<file path="config.mk">
export PLATFORM = sky130hd
export DESIGN_NAME = flash_option_protection
export DESIGN_NICKNAME = d
export VERILOG_FILES = /design/src/hdl/flash_prot_pkg.sv /design/src/hdl/flash_option_protection.sv /design/src/hdl/intrusion_latch.sv
export SDC_FILE = /design/constraint.sdc
export NUM_CORES = 1
export LEC_CHECK = 0
export CORE_ASPECT_RATIO = 0.7
export CORE_MARGIN = 8
export CORE_UTILIZATION = 50
export DETAILED_ROUTE_END_ITERATION = 8
export DONT_BUFFER_PORTS = 1
export GPL_TIMING_DRIVEN = 0
export PLACE_DENSITY = 0.66
export REMOVE_ABC_BUFFERS = 1
export SLEW_MARGIN = 20
export SYNTH_ARGS = -nofsm -noshare
export SYNTH_HDL_FRONTEND = slang
export SYNTH_SLANG_ARGS = --single-unit
export TNS_END_PERCENT = 20
</file>
<file path="constraint.sdc">
create_clock -name i_ref_clk -period 10.5 [get_ports i_ref_clk]
set_clock_uncertainty 0.2 [all_clocks]
set_input_delay 1.05 -clock i_ref_clk [delete_from_list [all_inputs] [get_ports i_ref_clk]]
set_output_delay 1.05 -clock i_ref_clk [all_outputs]
set_load 0.02 [all_outputs]
</file>
<file path="src/hdl/flash_prot_pkg.sv">
package flash_prot_pkg;

    // ----------------------------------------------------------------
    // flash organisation
    // ----------------------------------------------------------------
    localparam int unsigned PAGE_BYTES = 2048;
    localparam int unsigned PAGE_COUNT = 64;
    localparam int unsigned REGION_PAGES = 4;
    localparam int unsigned REGION_COUNT = 16;
    localparam int unsigned OPT_COUNT = 8;

    // address map: bits above the block size select the block
    localparam logic [31:0] PROG_BASE = 32'h0800_0000;
    localparam logic [31:0] FACT_BASE = 32'h0804_0000;
    localparam logic [31:0] USER_BASE = 32'h0804_0800;
    localparam logic [31:0] ALIAS_BASE = 32'h0000_0000;

    // ----------------------------------------------------------------
    // option bytes
    // ----------------------------------------------------------------
    localparam logic [7:0] RDPROT_OFF_KEY = 8'ha5;
    localparam logic [15:0] OPT_ERASED = 16'hffff;
    localparam int unsigned OPT_RDPROT_IDX = 0;
    localparam int unsigned OPT_WP_LO_IDX = 4;
    localparam int unsigned OPT_WP_HI_IDX = 5;

    // ----------------------------------------------------------------
    // register port
    // ----------------------------------------------------------------
    localparam logic [7:0] REG_STATUS = 8'h00;
    localparam logic [7:0] REG_OPT_LO = 8'h04;
    localparam logic [7:0] REG_OPT_HI = 8'h08;
    localparam logic [7:0] REG_WPROT = 8'h0c;
    localparam logic [7:0] REG_CTRL = 8'h10;
    localparam int unsigned CTRL_CMD_EN_BIT = 0;
    localparam logic CTRL_RESET = 1'b0;

    // ----------------------------------------------------------------
    // types
    // ----------------------------------------------------------------
    typedef enum logic [2:0] {PH_SETTLE, PH_LOAD, PH_CHECK, PH_RUN, PH_FAULT} phase_e;
    typedef enum logic [1:0] {TGT_NONE, TGT_PROG, TGT_FACT, TGT_USER} target_e;
    typedef enum logic [1:0] {CMD_PROGRAM, CMD_PAGE_ERASE, CMD_MASS_ERASE} cmd_kind_e;

    typedef struct packed {
        logic [31:0] addr;
        logic fetch;
    } bus_req_s;

    typedef struct packed {
        logic valid;
        target_e target;
        logic [16:0] offset;
        logic err;
    } bus_rsp_s;

    typedef struct packed {
        cmd_kind_e kind;
        logic [31:0] addr;
        logic [15:0] data;
    } cmd_s;

    typedef struct packed {
        logic valid;
        cmd_kind_e kind;
        target_e target;
        logic [16:0] offset;
        logic [15:0] data;
    } flash_op_s;

    typedef struct packed {
        logic [2:0] sync;
        logic present;
        logic flag;
    } intr_s;

endpackage

</file>
<file path="src/hdl/flash_option_protection.sv">
// How it works
// - program array 64 pages, info pages one each
// - erase by page, write aligned half-words
// - program array at zero only in normal boot
// - factory page fixed; aliased at zero in monitor
// - user page mapped; instruction fetches refused
// - option high byte forced to complement
// - complement mismatch at reset holds processor
// - sixteen four-page regions from bytes 4, 5
// - active-low protect bits, effective after reset
// - protected region blocks program and erase
// - read protection off only for key 0xa5
// - read protection state changes only at reset
// - debugger latches intrusion; under read protection both disconnect flash
// - intrusion cleared by pin reset, debugger gone
// - option erase under protection mass-erases array
// - read protection locks lowest four pages
// - bytes 1,2,3,6,7 drive only the check and the option readback
//
// Design decisions made here: the placing of the registers and the plain strobed port.
`timescale 1ns/1ns
`default_nettype none

module flash_option_protection
(
    input wire logic i_ref_clk,
    input wire logic i_rst,
    input wire logic i_por_rst,
    input wire logic i_clk_en,
    input wire logic i_boot_monitor,
    input wire logic i_pin_reset_cause,
    input wire logic i_debug_connected,
    output logic o_ld_rd,
    output logic [2:0] o_ld_idx,
    input wire logic [15:0] i_ld_data,
    input wire logic i_bus_req,
    input wire flash_prot_pkg::bus_req_s i_bus,
    output flash_prot_pkg::bus_rsp_s o_bus_rsp,
    input wire logic i_cmd_valid,
    input wire flash_prot_pkg::cmd_s i_cmd,
    output flash_prot_pkg::flash_op_s o_flash_op,
    output logic o_cmd_err,
    output logic o_mass_erase,
    output logic o_cpu_hold,
    output logic o_option_error,
    output logic o_flash_disconnect,
    input wire logic [7:0] i_reg_addr,
    input wire logic [31:0] i_reg_wdata,
    input wire logic i_reg_wr,
    input wire logic i_reg_rd,
    output logic [31:0] o_reg_rdata
);

    // ----------------------------------------------------------------
    // state
    // ----------------------------------------------------------------
    typedef struct packed {
        flash_prot_pkg::phase_e phase;
        logic [1:0] settle;
        logic [2:0] ld_idx;
        logic ld_rd;
        logic ld_cap;
        logic [7:0][15:0] opt;
        logic monitor;
        logic rdprot;
        logic [15:0] wprot;
        logic ob0_erased;
        logic cmd_en;
        logic intr_clr;
        logic cpu_hold;
        logic opt_err;
        logic disc;
        flash_prot_pkg::bus_rsp_s bus_rsp;
        flash_prot_pkg::flash_op_s op;
        logic cmd_err;
        logic mass_erase;
        logic [31:0] rdata;
    } core_s;

    core_s st_reg;
    core_s st_next;
    logic intrusion;
    logic debug_present;

    // ----------------------------------------------------------------
    // helpers
    // ----------------------------------------------------------------
    // block selection by address and boot mode; offset is within the block
    function automatic flash_prot_pkg::bus_rsp_s decode(input logic [31:0] addr,
                                                        input logic monitor);
        flash_prot_pkg::bus_rsp_s r;
        r = '0;
        if (addr[31:17] == flash_prot_pkg::PROG_BASE[31:17])
        begin
            r.target = flash_prot_pkg::TGT_PROG;
            r.offset = addr[16:0];
        end
        else if (addr[31:11] == flash_prot_pkg::FACT_BASE[31:11])
        begin
            r.target = flash_prot_pkg::TGT_FACT;
            r.offset = {6'h00, addr[10:0]};
        end
        else if (addr[31:11] == flash_prot_pkg::USER_BASE[31:11])
        begin
            r.target = flash_prot_pkg::TGT_USER;
            r.offset = {6'h00, addr[10:0]};
        end
        else if (monitor)
        begin
            if (addr[31:11] == flash_prot_pkg::ALIAS_BASE[31:11])
            begin
                r.target = flash_prot_pkg::TGT_FACT;
                r.offset = {6'h00, addr[10:0]};
            end
        end
        else if (addr[31:17] == flash_prot_pkg::ALIAS_BASE[31:17])
        begin
            r.target = flash_prot_pkg::TGT_PROG;
            r.offset = addr[16:0];
        end
        return r;
    endfunction

    function automatic logic options_intact(input logic [7:0][15:0] opt);
        logic ok;
        ok = 1'b1;
        for (int i = 0; i < flash_prot_pkg::OPT_COUNT; i++)
        begin
            if (opt[i][15:8] != ~opt[i][7:0])
            begin
                ok = 1'b0;
            end
        end
        return ok;
    endfunction

    // ----------------------------------------------------------------
    // debugger intrusion latch
    // ----------------------------------------------------------------
    intrusion_latch u_intrusion
    (
        .i_ref_clk(i_ref_clk),
        .i_por_rst(i_por_rst),
        .i_clk_en(i_clk_en),
        .i_debug_connected(i_debug_connected),
        .i_clear(st_reg.intr_clr),
        .o_intrusion(intrusion),
        .o_debug_present(debug_present)
    );

    // ----------------------------------------------------------------
    // next state
    // ----------------------------------------------------------------
    always_comb
    begin
        flash_prot_pkg::bus_rsp_s b;
        flash_prot_pkg::bus_rsp_s c;
        logic refuse;
        logic running;
        logic [3:0] region;
        logic [15:0] data;
        logic erased;
        st_next = st_reg;
        b = '0;
        c = '0;
        refuse = 1'b0;
        region = 4'h0;
        data = 16'h0000;
        erased = st_reg.ob0_erased;
        running = (st_reg.phase == flash_prot_pkg::PH_RUN);
        st_next.intr_clr = 1'b0;
        st_next.ld_rd = 1'b0;
        st_next.ld_cap = st_reg.ld_rd;
        st_next.bus_rsp = '0;
        st_next.op = '0;
        st_next.cmd_err = 1'b0;
        st_next.mass_erase = 1'b0;
        st_next.disc = st_reg.rdprot & intrusion;

        // ------------------------------------------------------------
        // option load after reset release
        // ------------------------------------------------------------
        unique case (st_reg.phase)
            flash_prot_pkg::PH_SETTLE:
            begin
                // let the debugger synchroniser fill before judging it
                st_next.settle = st_reg.settle + 2'd1;
                if (st_reg.settle == 2'd3)
                begin
                    st_next.monitor = i_boot_monitor;
                    st_next.intr_clr = i_pin_reset_cause & ~debug_present;
                    st_next.phase = flash_prot_pkg::PH_LOAD;
                    st_next.ld_rd = 1'b1;
                end
            end
            flash_prot_pkg::PH_LOAD:
            begin
                if (st_reg.ld_cap)
                begin
                    st_next.opt[st_reg.ld_idx] = i_ld_data;
                    if (st_reg.ld_idx == 3'd7)
                    begin
                        st_next.phase = flash_prot_pkg::PH_CHECK;
                    end
                    else
                    begin
                        st_next.ld_idx = st_reg.ld_idx + 3'd1;
                        st_next.ld_rd = 1'b1;
                    end
                end
            end
            flash_prot_pkg::PH_CHECK:
            begin
                // bytes 1,2,3,6,7 take part in this check and the option readback only
                if (options_intact(st_reg.opt))
                begin
                    st_next.phase = flash_prot_pkg::PH_RUN;
                    st_next.cpu_hold = 1'b0;
                end
                else
                begin
                    st_next.phase = flash_prot_pkg::PH_FAULT;
                    st_next.opt_err = 1'b1;
                end
                st_next.rdprot = st_reg.opt[flash_prot_pkg::OPT_RDPROT_IDX][7:0]
                                 != flash_prot_pkg::RDPROT_OFF_KEY;
                st_next.wprot = ~{st_reg.opt[flash_prot_pkg::OPT_WP_HI_IDX][7:0],
                                  st_reg.opt[flash_prot_pkg::OPT_WP_LO_IDX][7:0]};
                if (st_next.rdprot)
                begin
                    st_next.wprot[0] = 1'b1;
                end
                st_next.ob0_erased = st_reg.opt[flash_prot_pkg::OPT_RDPROT_IDX]
                                     == flash_prot_pkg::OPT_ERASED;
            end
            flash_prot_pkg::PH_RUN:
            begin
            end
            flash_prot_pkg::PH_FAULT:
            begin
            end
        endcase

        // ------------------------------------------------------------
        // bus access check
        // ------------------------------------------------------------
        if (i_bus_req)
        begin
            b = decode(i_bus.addr, st_reg.monitor);
            b.valid = 1'b1;
            b.err = ~running | st_reg.disc | (b.target == flash_prot_pkg::TGT_NONE);
            if (i_bus.fetch && b.target == flash_prot_pkg::TGT_USER)
            begin
                b.err = 1'b1;
            end
            st_next.bus_rsp = b;
        end

        // ------------------------------------------------------------
        // program and erase commands
        // ------------------------------------------------------------
        if (i_cmd_valid)
        begin
            c = decode(i_cmd.addr, st_reg.monitor);
            region = c.offset[16:13];
            data = i_cmd.data;
            refuse = ~running | ~st_reg.cmd_en | st_reg.disc;
            // factory page is never writable from here
            if (c.target != flash_prot_pkg::TGT_PROG && c.target != flash_prot_pkg::TGT_USER)
            begin
                refuse = 1'b1;
            end
            unique case (i_cmd.kind)
                flash_prot_pkg::CMD_PROGRAM:
                begin
                    refuse = refuse | i_cmd.addr[0];
                    if (c.target == flash_prot_pkg::TGT_PROG && st_reg.wprot[region])
                    begin
                        refuse = 1'b1;
                    end
                    if (c.target == flash_prot_pkg::TGT_USER && c.offset[10:4] == 7'h00)
                    begin
                        data = {~i_cmd.data[7:0], i_cmd.data[7:0]};
                        if (c.offset[3:1] == 3'd0)
                        begin
                            refuse = refuse | ~st_reg.ob0_erased;
                            erased = 1'b0;
                        end
                    end
                end
                flash_prot_pkg::CMD_PAGE_ERASE:
                begin
                    if (c.target == flash_prot_pkg::TGT_PROG && st_reg.wprot[region])
                    begin
                        refuse = 1'b1;
                    end
                    if (c.target == flash_prot_pkg::TGT_USER)
                    begin
                        erased = 1'b1;
                    end
                    // page granularity: offset within page is dropped
                    c.offset[10:0] = 11'h000;
                end
                flash_prot_pkg::CMD_MASS_ERASE:
                begin
                    refuse = refuse | (|st_reg.wprot) | (c.target != flash_prot_pkg::TGT_PROG);
                    c.offset = '0;
                end
                default:
                begin
                    refuse = 1'b1;
                end
            endcase
            st_next.cmd_err = refuse;
            if (!refuse)
            begin
                st_next.op.valid = 1'b1;
                st_next.op.kind = i_cmd.kind;
                st_next.op.target = c.target;
                st_next.op.offset = c.offset;
                st_next.op.data = data;
                st_next.ob0_erased = erased;
                if (i_cmd.kind == flash_prot_pkg::CMD_PAGE_ERASE
                    && c.target == flash_prot_pkg::TGT_USER)
                begin
                    st_next.mass_erase = st_reg.rdprot;
                end
            end
        end

        // ------------------------------------------------------------
        // register port
        // ------------------------------------------------------------
        if (i_reg_wr && i_reg_addr == flash_prot_pkg::REG_CTRL)
        begin
            st_next.cmd_en = i_reg_wdata[flash_prot_pkg::CTRL_CMD_EN_BIT];
        end
        st_next.rdata = 32'h0000_0000;
        if (i_reg_rd)
        begin
            unique case (i_reg_addr)
                flash_prot_pkg::REG_STATUS:
                    st_next.rdata = {24'h000000, st_reg.ob0_erased, debug_present,
                                     st_reg.monitor, st_reg.disc, intrusion,
                                     st_reg.rdprot, st_reg.opt_err, running};
                flash_prot_pkg::REG_OPT_LO:
                    st_next.rdata = {st_reg.opt[3][7:0], st_reg.opt[2][7:0],
                                     st_reg.opt[1][7:0], st_reg.opt[0][7:0]};
                flash_prot_pkg::REG_OPT_HI:
                    st_next.rdata = {st_reg.opt[7][7:0], st_reg.opt[6][7:0],
                                     st_reg.opt[5][7:0], st_reg.opt[4][7:0]};
                flash_prot_pkg::REG_WPROT:
                    st_next.rdata = {16'h0000, st_reg.wprot};
                flash_prot_pkg::REG_CTRL:
                    st_next.rdata = {31'h00000000, st_reg.cmd_en};
                default:
                    st_next.rdata = 32'h0000_0000;
            endcase
        end
    end

    // ----------------------------------------------------------------
    // registers
    // ----------------------------------------------------------------
    // fail safe out of reset: processor held, everything protected
    always_ff @(posedge i_ref_clk or posedge i_rst)
    begin
        if (i_rst)
        begin
            st_reg <= '0;
            st_reg.phase <= flash_prot_pkg::PH_SETTLE;
            st_reg.cpu_hold <= 1'b1;
            st_reg.rdprot <= 1'b1;
            st_reg.wprot <= 16'hffff;
            st_reg.cmd_en <= flash_prot_pkg::CTRL_RESET;
        end
        else if (i_clk_en)
        begin
            st_reg <= st_next;
        end
    end

    assign o_ld_rd = st_reg.ld_rd;
    assign o_ld_idx = st_reg.ld_idx;
    assign o_bus_rsp = st_reg.bus_rsp;
    assign o_flash_op = st_reg.op;
    assign o_cmd_err = st_reg.cmd_err;
    assign o_mass_erase = st_reg.mass_erase;
    assign o_cpu_hold = st_reg.cpu_hold;
    assign o_option_error = st_reg.opt_err;
    assign o_flash_disconnect = st_reg.disc;
    assign o_reg_rdata = st_reg.rdata;

endmodule

`default_nettype wire

</file>
<file path="src/hdl/intrusion_latch.sv">
`timescale 1ns/1ns
`default_nettype none

module intrusion_latch
(
    input wire logic i_ref_clk,
    input wire logic i_por_rst,
    input wire logic i_clk_en,
    input wire logic i_debug_connected,
    input wire logic i_clear,
    output logic o_intrusion,
    output logic o_debug_present
);

    flash_prot_pkg::intr_s st_reg;
    flash_prot_pkg::intr_s st_next;

    always_comb
    begin
        st_next = st_reg;
        st_next.sync = {st_reg.sync[1:0], i_debug_connected};
        // a change counts only once the last two stages agree
        if (st_reg.sync[2] == st_reg.sync[1])
        begin
            st_next.present = st_reg.sync[2];
        end
        // a connected debugger wins over a clear in the same cycle
        if (st_next.present)
        begin
            st_next.flag = 1'b1;
        end
        else if (i_clear)
        begin
            st_next.flag = 1'b0;
        end
    end

    // only power-on resets this register; chip resets clear the flag only through i_clear
    always_ff @(posedge i_ref_clk or posedge i_por_rst)
    begin
        if (i_por_rst)
        begin
            st_reg <= '0;
        end
        else if (i_clk_en)
        begin
            st_reg <= st_next;
        end
    end

    assign o_intrusion = st_reg.flag;
    assign o_debug_present = st_reg.present;

endmodule

`default_nettype wire

</file>
; ---- Word level (Yosys, flattened, before mapping)
; Cells that the tools add are included.
[word_totals]
register_bits = 260
input_bits = 150
[op_classes]
add_sub_neg = 2
order_cmp = 3
eq_ne = 40
n_mux = 72
bitwise = 26
reduce_logical = 32
[ops]
columns = op, count
row1 = two-way mux 19 bit, 12
row2 = case mux 32 bit (5 select lines), 1
row3 = bitwise mux 128 bit, 1
row4 = equality test 21 x 17 -> 1 bit (second input constant), 4
row5 = inverter 8 bit, 9
row6 = inequality test 8 bit, 8
row7 = demux 16 bit (select 3 bit), 1
row8 = two-way mux 16 bit, 3
row9 = logical NOT 21 bit, 2
row10 = two-way mux 40 bit, 1
row11 = two-way mux 38 bit, 1
row12 = two-way mux 1 bit, 37
row13 = two-way mux 18 bit, 2
row14 = two-way mux 32 bit, 1
row15 = equality test 15 x 11 -> 1 bit (second input constant), 2
row16 = logical NOT 15 bit, 2
row17 = two-way mux 21 bit, 1
row18 = equality test 16 bit (second input constant), 1
row19 = equality test 8 x 4 -> 1 bit (second input constant), 2
row20 = inverter 16 bit, 1
row21 = OR reduction 16 bit, 1
row22 = two-way mux 3 bit, 4
row23 = inequality test 4 bit (second input constant), 3
row24 = AND reduction 3 bit, 4
row25 = 37 further kinds, 71

; ---- Longest topological paths before layout
; Gate-level depths: netlist (run 1).
[depth]
ltp_word = 22
mapped_depth = 12

; ---- Cells and area by module
; A second synthesis (run 1) with hierarchy kept.
[hier_totals]
cells_unflattened = 1038
hier_area_um2 = 12518.3
[modules_own_cells]
columns = mod, n_inst, cells_each, area_each_um2, seq_area_each_um2
row1 = flash_option_protection, 1, 1020, 12305.6, 6403.6
row2 = intrusion_latch, 1, 18, 212.7, 125.1

; ---- Worst setup path after synthesis (run 1)
; Ideal clock, no wire load.
[synth_path]
path_kind = input-to-reg
startpoint = in i_cmd[29] in the netlist's numbering
endpoint = reg st_reg[98] in the netlist's numbering
arrival_time_ns = 3.380
required_time_ns = 10.167
path_slack_ns = 6.787
cell_stages = 11
path_buffers = 3
path_cell_list = buf_6 > or4_4 > nor4b_4 > o22ai_1 > o32ai_2 > nor2_1 > or4b_1 > buf_6 > buf_2 > a22oi_1 > o211ai_1
[synth_via]
elab_chain_len = 22
[synth_rtl]
columns = item, line
row1 = from (decl), flash_option_protection.sv:40  ; input wire flash_prot_pkg::cmd_s i_cmd,
row2 = logical NOT 21 bit, flash_option_protection.sv:110  ; if (addr[31:11] == flash_prot_pkg::ALIAS_BASE[31:11])
row3 = two-way mux 19 bit, flash_option_protection.sv:110
row4 = two-way mux 19 bit, flash_option_protection.sv:108  ; else if (monitor)
row5 = two-way mux 19 bit, flash_option_protection.sv:103  ; else if (addr[31:11] == flash_prot_pkg::USER_BASE[31:11])
row6 = two-way mux 19 bit, flash_option_protection.sv:98  ; else if (addr[31:11] == flash_prot_pkg::FACT_BASE[31:11])
row7 = two-way mux 19 bit (*), flash_option_protection.sv:93  ; if (addr[31:17] == flash_prot_pkg::PROG_BASE[31:17])
row8 = two-way mux 19 bit (*), flash_option_protection.sv:262  ; if (i_cmd_valid)
row9 = inequality test 2 x 1 -> 1 bit or inequality test 2 bit (tied branches), "flash_option_protection.sv:269, flash_option_protection.sv:306"
row10 = [6 not listed], -
row11 = two-way mux 1 bit, flash_option_protection.sv:262
row12 = bitwise OR 1 bit, flash_option_protection.sv:286  ; refuse = refuse | ~st_reg.ob0_erased;
row13 = two-way mux 1 bit, flash_option_protection.sv:284  ; if (c.offset[3:1] == 3'd0)
row14 = two-way mux 1 bit, flash_option_protection.sv:281  ; if (c.target == flash_prot_pkg::TGT_USER && c.offset[10:4] == 7'h00)
row15 = case mux 1 bit (3 select lines), flash_option_protection.sv:273  ; unique case (i_cmd.kind)
row16 = two-way mux 1 bit, flash_option_protection.sv:262
row17 = inequality test 4 x 1 -> 1 bit (no source line) (tied with other cells), -
row18 = AND reduction 5 bit (no source line) or two-way mux 1 bit (tied branches), -
row19 = to (signal assigned), flash_option_protection.sv:379  ; st_reg <= st_next;
row20 = to (decl), flash_option_protection.sv:80  ; core_s st_reg;
; Mark *: on every way between the ends. The rest lies on a longest branch, timed or not. The select of a mux whose other input is x is not followed.
; A chain may end at the register's enable or synchronous reset.

; ---- Worst setup path after layout (run 1)
[layout_path]
startpoint = reg st_reg (netlist bit o_flash_disconnect)
endpoint = reg st_reg (netlist bit o_flash_op[27])
[layout_via]
elab_chain_len = 14
[layout_rtl]
columns = item, line
row1 = bitwise OR 1 bit (*), flash_option_protection.sv:267  ; refuse = ~running | ~st_reg.cmd_en | st_reg.disc;
row2 = two-way mux 1 bit (*), flash_option_protection.sv:269  ; if (c.target != flash_prot_pkg::TGT_PROG && c.target != flash_prot_pkg::TGT_USER)
row3 = two-way mux 1 bit (*), flash_option_protection.sv:262
row4 = bitwise OR 1 bit, flash_option_protection.sv:276  ; refuse = refuse | i_cmd.addr[0];
row5 = two-way mux 1 bit, flash_option_protection.sv:277  ; if (c.target == flash_prot_pkg::TGT_PROG && st_reg.wprot[region])
row6 = two-way mux 1 bit, flash_option_protection.sv:273
row7 = two-way mux 1 bit, flash_option_protection.sv:262
row8 = bitwise OR 1 bit, flash_option_protection.sv:286
row9 = two-way mux 1 bit, flash_option_protection.sv:284
row10 = two-way mux 1 bit, flash_option_protection.sv:281
row11 = case mux 1 bit (3 select lines) (*), flash_option_protection.sv:273
row12 = two-way mux 1 bit (*), flash_option_protection.sv:262
row13 = two-way mux 38 bit (*), flash_option_protection.sv:315  ; if (!refuse)
row14 = two-way mux 40 bit (*), flash_option_protection.sv:262
; Marks and branches as above.

==> results of run 1 <==
-- synthesized netlist by cell type (all sizes together) (4+ instances only) --
cell type / number
inv: 15
nor4: 27
nand4: 13
a211oi: 5
a21o: 4
xnor2: 41
dfrtp: 242
a22oi: 34
nor2: 22
nand2b: 4
nand3: 10
mux2: 145
nand2: 73
a21oi: 7
or2: 4
dfstp: 18
a22o: 35
nor2b: 8
o21ai: 41
nor4b: 4
o2bb2ai: 50
nor3: 15
buf: 100
mux2i: 11
clkbuf: 49
xor2: 18
ha: 7
-- layout make-up --
class                      count  area (um2)  share of cell area (%)
clock buffer                  43         795                    6.07
clock inverter                 5        88.8                   0.678
inverter                      15        66.3                   0.506
multi-input combinational    628        5060                    38.6
sequential                   260        6530                    49.9
tap                          325         407                    3.10
timing repair buffer           9         151                    1.16
-- logic make-up after synthesis --
logic type,count (synthesis),synth area share (%)
compound gates,200,12.2
xor+xnor,59,4.12
fa+ha+maj,8,0.778
buf+inv,164,7.89
flops,260,52.1
mux,159,14.4
simple gates,202,8.45
-- layout by cell type (no fill, tap or decap), drive strengths merged, types with 18 or more instances in the layout --
cell type,count
nand2,73
clkbuf,43
xnor2,41
xor2,18
nor4,27
nor2,22
o21ai,41
a22oi,34
o2bb2ai,50
mux2,145
dfrtp,242
dfstp,18
a22o,35
-- power by group through the flow --
stage               combinational, uW  sequential [uW]  clock [uW]
finish                            419             1420         949
detailed placement                419             1430           0
floorplan                         335             1350           0
global placement                  402             1420           0
CTS                               421             1410         971
global route                      466             1440        1010
-- worst max-delay path by stage --
| stage | endpoint | cells past startpoint |
|---|---|---|
| after global routing | o_flash_op[30]$_DFFE_PP0P_ | 7 |
| after CTS | o_flash_op[21]$_DFFE_PP0P_ | 7 |
| after global placement | o_reg_rdata[23]$_DFFE_PP0P_ | 1 |
| after detailed placement | o_flash_op[21]$_DFFE_PP0P_ | 8 |
| final | o_flash_op[27]$_DFFE_PP0P_ | 7 |
| after floorplan | o_bus_rsp[0]$_DFFE_PP0P_ | 1 |
-- stage by stage --
stage	power [uW]	util [%]	TNS, ns	std cells
after floorplan	1690	-	0	903
after global placement	1820	48.8	-144.04	1228
after detailed placement	1850	49.5	0	1237
after CTS	2810	53.1	0	1285
after global routing	2920	53.2	0	1285
final	2780	53.2	0	1285
-- worst max-delay path: stages (launching register included) --
cell	delay, ns
dfrtp_1	0.52
nor4b_1	0.65
nand3_1	0.30
o41ai_1	0.41
nand2_1	0.09
or4b_2	1.00
nor3_4	0.41
a22o_1	0.18
-- metal layers --
metal | vias up | global-route usage [%] | routed length (um)
met4 | 2 | 4.53 | 679
met5 | - | 0 | 13
li1 | 3516 | - | -
met2 | 248 | 29.8 | 13900
met1 | 4079 | 31.0 | 14900
met3 | 50 | 5.89 | 2660
==> impl_results.md, run 1 <==
- Status: complete, no violations
- WP data required: 10.78 ns
- Synth Cell Area: roughly 0.013 mm2
- Crit path launch: o_flash_disconnect$_DFFE_PP0P_
- Post-synth top area cell: dfrtp_1
- CP Class: reg2reg
- DIE WIDTH: between 200 and 250 um
- Vias in the first global route: 7809
- CP Capture Type: flop
- Fmax achieved: around 0.26 GHz
- Iteration-0 DRC Markers: around 660
- #FFs+latches synth: between 200 and 300
- Cell area after layout: ~0.013 mm2
- Place WS: 6.10 ns
- Dpl cell area: 0.0122 mm2
- Core area: about 0.025 mm2
- Final setup violation count: 0
- Fin. Hold Viols: 0
- Sw power: approximately 800 uW
- Worst ir drop on vdd: about 0.13 mV
- Total grt overflow: 0
- Critical R2R Capture: o_flash_op[27]$_DFFE_PP0P_
- Setup WS post-layout: about 6.7 ns
- DRT Wirelength: between 30000 and 40000 um
- Max Cap Violations: 0
- Port bufs: 0
- Slew Viols, Final: 0
- Seq/Total Area, Yosys: ~52%
- Pwr dens: roughly 210 mW/mm2
- # diodes: 0
- Worst-Skew Late Latency: approximately 0.54 ns
- Post-synth EDFFs: 0
- CTS Buf Count: 26
- Cell variety after synth: 66
- Ys async rst share: 100%
- Max Root-Sink Buffers: 3
- Worst-Margin Slew: 0.977 ns
- RSZ-0062 raised after global routing: false
- Full die area: 0.0305 mm2
- First-pass GRT wire length: approximately 50000 um
- Clock share of power: around a third
- TritonCTS clock tree: built
- Hold Slack: roughly 0.11 ns
- WL per Instance: 25.1 um
- CTS resizes: 0
- Crit share post-route: between 30% and 40%
- Fin crit period: around 3.8 ns
- Top FF cell, synth: dfrtp_1
- Sequential power share: 50.9%
- Critical Path Start Type: flop
- Worst hold-check path type: in2async
- Syn_area_per_cell: roughly 12 um2
- Warnings, synthesis: 0
- H-tree levels: 1
- Gr usage total: 20.9%
- GP Congestion: around 0.84
- DR vias/cell: between 6 and 7
- Detailed-router iteration count before antenna repair: 5
- Setup bufs post-CTS: 0
- Fill count: about 2100
- Slew Limit Headroom: a little over a third
- Largest register FFs: roughly 160
- Via Count: between 7000 and 8000
- Die H: 148 um
- Share of layout cells above drive strength 1: a little under a quarter
- Sink Count: 260
- Net count, final: roughly 1100
- I/O pin cnt: 250
- Clock Tree Root: clkbuf_16
- Share of the synthesized area in the top cell type: approximately 48%
- # hold bufs at CTS: 0
- Leakage: between 0.005 and 0.006 uW
- Reg2Reg Depth: 7
- Internal power: between 1500 and 2000 uW
- Launching point of the worst reg2reg path: o_flash_disconnect$_DFFE_PP0P_
- Row cnt: 48
- Pin count of the biggest net entering global routing: between 100 and 150
- Initial core utilization: around half
- Routed Antenna Nets: 0
- Comb pwr share: between 10% and 20%
- Post-route DRC: 0
- Worst R2R Setup Slack: between 6 and 7 ns
- Arrival @ worst endpoint: about 4.1 ns
- Area contributors post-synth: dfrtp_1, mux2_2, buf_4, dfstp_2, o2bb2ai_1
- Clock transition at path regs: about 0.060 ns
- Area grow syn2layout: 4.47%
- Net Sw Frac: between 20% and 30%
- Initial antenna violation count: 1
- CP max FO: 27
- Post-synthesis instance total: 1052
- DP HPWL: ~23000 um
(Power assumes the default switching activity.)
==> run 2: changes to the inputs <==
--- a/config.mk
+++ b/config.mk
@@ -11,7 +11,7 @@
 export DETAILED_ROUTE_END_ITERATION = 8
 export DONT_BUFFER_PORTS = 1
 export GPL_TIMING_DRIVEN = 0
-export PLACE_DENSITY = 0.66
+export PLACE_DENSITY = 0.69
 export REMOVE_ABC_BUFFERS = 1
 export SLEW_MARGIN = 20
 export SYNTH_ARGS = -nofsm -noshare
==> constraint.sdc (replaced) <==
create_clock -name i_ref_clk -period 3.25 [get_ports i_ref_clk]
set_clock_uncertainty 0.2 [all_clocks]
set_input_delay 0.325 -clock i_ref_clk [delete_from_list [all_inputs] [get_ports i_ref_clk]]
set_output_delay 0.325 -clock i_ref_clk [all_outputs]
set_load 0.02 [all_outputs]
==> impl_results.md, run 2 (same netlist as run 1, synthesis figures left out) <==
- DRT Wirelength: 35300 um (was 32200 um)
- Area grow syn2layout: 12.1% (was 4.47%)
- Clock transition at path regs: 0.06 ns (about the same)
- Max stage delay on crit path: 0.58 ns (was 1.00 ns)
- Routed Antenna Nets: 0 (unchanged)
- Slowest stage cell, crit path: dlygate4sd3_1 (was or4b_2)
- Vias in the first global route: 8549 (was 7809)
- Pin count of the biggest net entering global routing: 107 (unchanged)
- Largest register FFs: 155 (unchanged)
- Status: complete, no violations (unchanged)
- H-tree levels: 1 (unchanged)
- Crit share post-route: between 90% and 100%
- Cell area after layout: 0.0141 mm2 (was 0.0131 mm2)
- Worst-Skew Late Latency: 0.53 ns (was 0.54 ns)
- Total grt overflow: 0 (unchanged)
- Commonest non-fill, non-tap cell in the layout: dfrtp_1 (unchanged)
- Critical Path Start Type: input port (was flop)
- Arrival @ worst endpoint: 3.39 ns (was 4.11 ns)
- Net count, final: 1192 (was 1097)
- Gr usage total: 23.1% (was 20.9%)
- TritonCTS clock tree: built (unchanged)
- Fmax achieved: about 0.32 GHz
- Crit-path cells: dlygate4sd3_1 > or4_4 > nor4b_4 > o22ai_1 > o32ai_2 > nor2_1 > or3_1 > a2111oi_4 > buf_6 > a22o_1 (was nor4b_1 > nand3_1 > o41ai_1 > nand2_1 > or4b_2 > nor3_4 > a22o_1)
- Row cnt: 48 (unchanged)
- Sink Count: 260 (unchanged)
- Max Cap Violations: 0 (unchanged)
- WP data required: 3.51 ns (was 10.78 ns)
- Power, Total: 9110 uW (was 2780 uW)
- Fin crit period: ~3.1 ns
- Full die area: 0.0305 mm2 (unchanged)
- Slew Limit Headroom: 31.0% (was 34.7%)
- Worst-Margin Slew: 1.03 ns (was 0.977 ns)
- Iteration-0 DRC Markers: 676 (was 657)
- Core area: 0.0246 mm2 (unchanged)
- Dpl cell area: 0.0122 mm2 (about the same)
- Slew Viols, Final: 0 (unchanged)
- I/O pin cnt: 250 (unchanged)
- Worst R2R Setup Slack: 0.17 ns (was 6.67 ns)
- CTS Buf Count: 26 (unchanged)
- Clock Tree Root: clkbuf_16 (unchanged)
- Max Root-Sink Buffers: 3 (unchanged)
- Initial core utilization: 50.9% (unchanged)
- CP max FO: 11 (was 27)
- Detailed-router iteration count before antenna repair: 5 (unchanged)
- Die H: 148 um (unchanged)
- RSZ-0062 raised after global routing: false (unchanged)
- GP Congestion: 0.853 (was 0.843)
- Leakage: 0.00621 uW (was 0.00582 uW)
- Fin. Hold Viols: 0 (unchanged)
- DR vias/cell: 6.21 (was 6.14)
- WL per Instance: 25.6 um (was 25.1 um)
- DP HPWL: 23700 um (was 23400 um)
- Initial antenna violation count: 2 (was 1)
- Final setup violation count: 0 (unchanged)
- Core Util, Final: 57.1% (was 53.2%)
- Most frequent cells in the layout: dfrtp_1, mux2_2, dlygate4sd3_1, nand2_1, o2bb2ai_1 (was dfrtp_1, mux2_2, nand2_1, o2bb2ai_1, xnor2_1)
- Port bufs: 0 (unchanged)
- First-pass GRT wire length: 54600 um (was 49900 um)
- DIE WIDTH: 205 um (unchanged)
- Post-route DRC: 0 (unchanged)
- CP Capture Type: flop (unchanged)
- Worst hold-check path type: in2reg (was in2async)
- Pwr dens: 648 mW/mm2 (was 213 mW/mm2)
- CP Class: in2reg (was reg2reg)
- Worst ir drop on vdd: 0.399 mV (was 0.130 mV)
- Via Count: 8569 (was 7895)
- Share of layout cells above drive strength 1: 21.7% (was 22.9%)
==> run 2: cell types whose count changed in the layout (fill, tap and decap cells not counted), sizes merged <==
cell | previous run | this run
dlygate4sd3 | 0 | 90
buf | 9 | 13
clkbuf | 43 | 40
diode | 0 | 2
clkinv | 2 | 3
or4b | 2 | 3
==> run 2: per-layer routing <==
metal	vias up	routed length (um)	GRT usage (%)
met2	300	15100	32.9
li1	3726	-	-
met3	62	2210	4.54
met1	4479	17100	35.3
met5	-	10	0
met4	2	843	5.74
==> run 2: worst max-delay path: cells and delay by family <==
family	cells	cell delay (ns)
compound gates	4	0.78
buf+inv	2	0.78
simple gates	4	1.49
==> run 2: power by group <==
group	leakage [uW]	switching [uW]	internal [uW]
Combinational	0.00234	706	825
Sequential	0.00346	746	3860
Clock	0.000406	1220	1750
Total	0.00621	2680	6430
==> run 2: cell type report <==
class	count	area (um2)
Antenna cell	2	5.00
Clock buffer	40	754
Clock inverter	6	82.6
Fill cell	2034	10600
Inverter	15	66.3
Multi-Input combinational cell	629	5120
Sequential cell	260	6530
Tap cell	325	407
Timing Repair Buffer	103	1090
==> run 2: worst paths after layout <==
kind | start | to | cells past startpoint
min reg2reg | st_reg[250]$_DFFE_PP0P_ | st_reg[250]$_DFFE_PP0P_ | 1
min in group asynchronous | i_rst | o_flash_op[7]$_DFFE_PP0P_ | 2
max reg2reg | st_reg[253]$_DFFE_PP0P_ | st_reg[98]$_DFFE_PP0P_ | 8
max in group asynchronous | i_rst | o_reg_rdata[19]$_DFFE_PP0P_ | 3
min | i_reg_rd | o_reg_rdata[6]$_DFFE_PP0P_ | 3
max | i_cmd[30] | o_flash_op[21]$_DFFE_PP0P_ | 10
==> run 2: timing repair <==
| action | in CTS | in global routing |
|---|---|---|
| gates cloned | 1 | 0 |
| endpoints found under the setup margin | 40 | 40 |
| pin swaps | 3 | 5 |
| hold buffers | 91 | 0 |
| resized for setup | 6 | 7 |
| buffers inserted | 2 | 1 |
| hold endpoints to repair | 301 | 0 |
==> run 2: stage by stage <==
stage	hold slack [ns]	worst slack [ns]	std cells	setup TNS (ns)
after global placement	-0.0756	-7.13	1228	-1804.50
after CTS	0.00552	0.000574	1377	0
final	0.0220	0.121	1380	0
after global routing	0.0339	0.00429	1379	0
after detailed placement	-0.0706	-0.766	1237	-23.01
after floorplan	-0.0965	-4.26	903	-1050.25
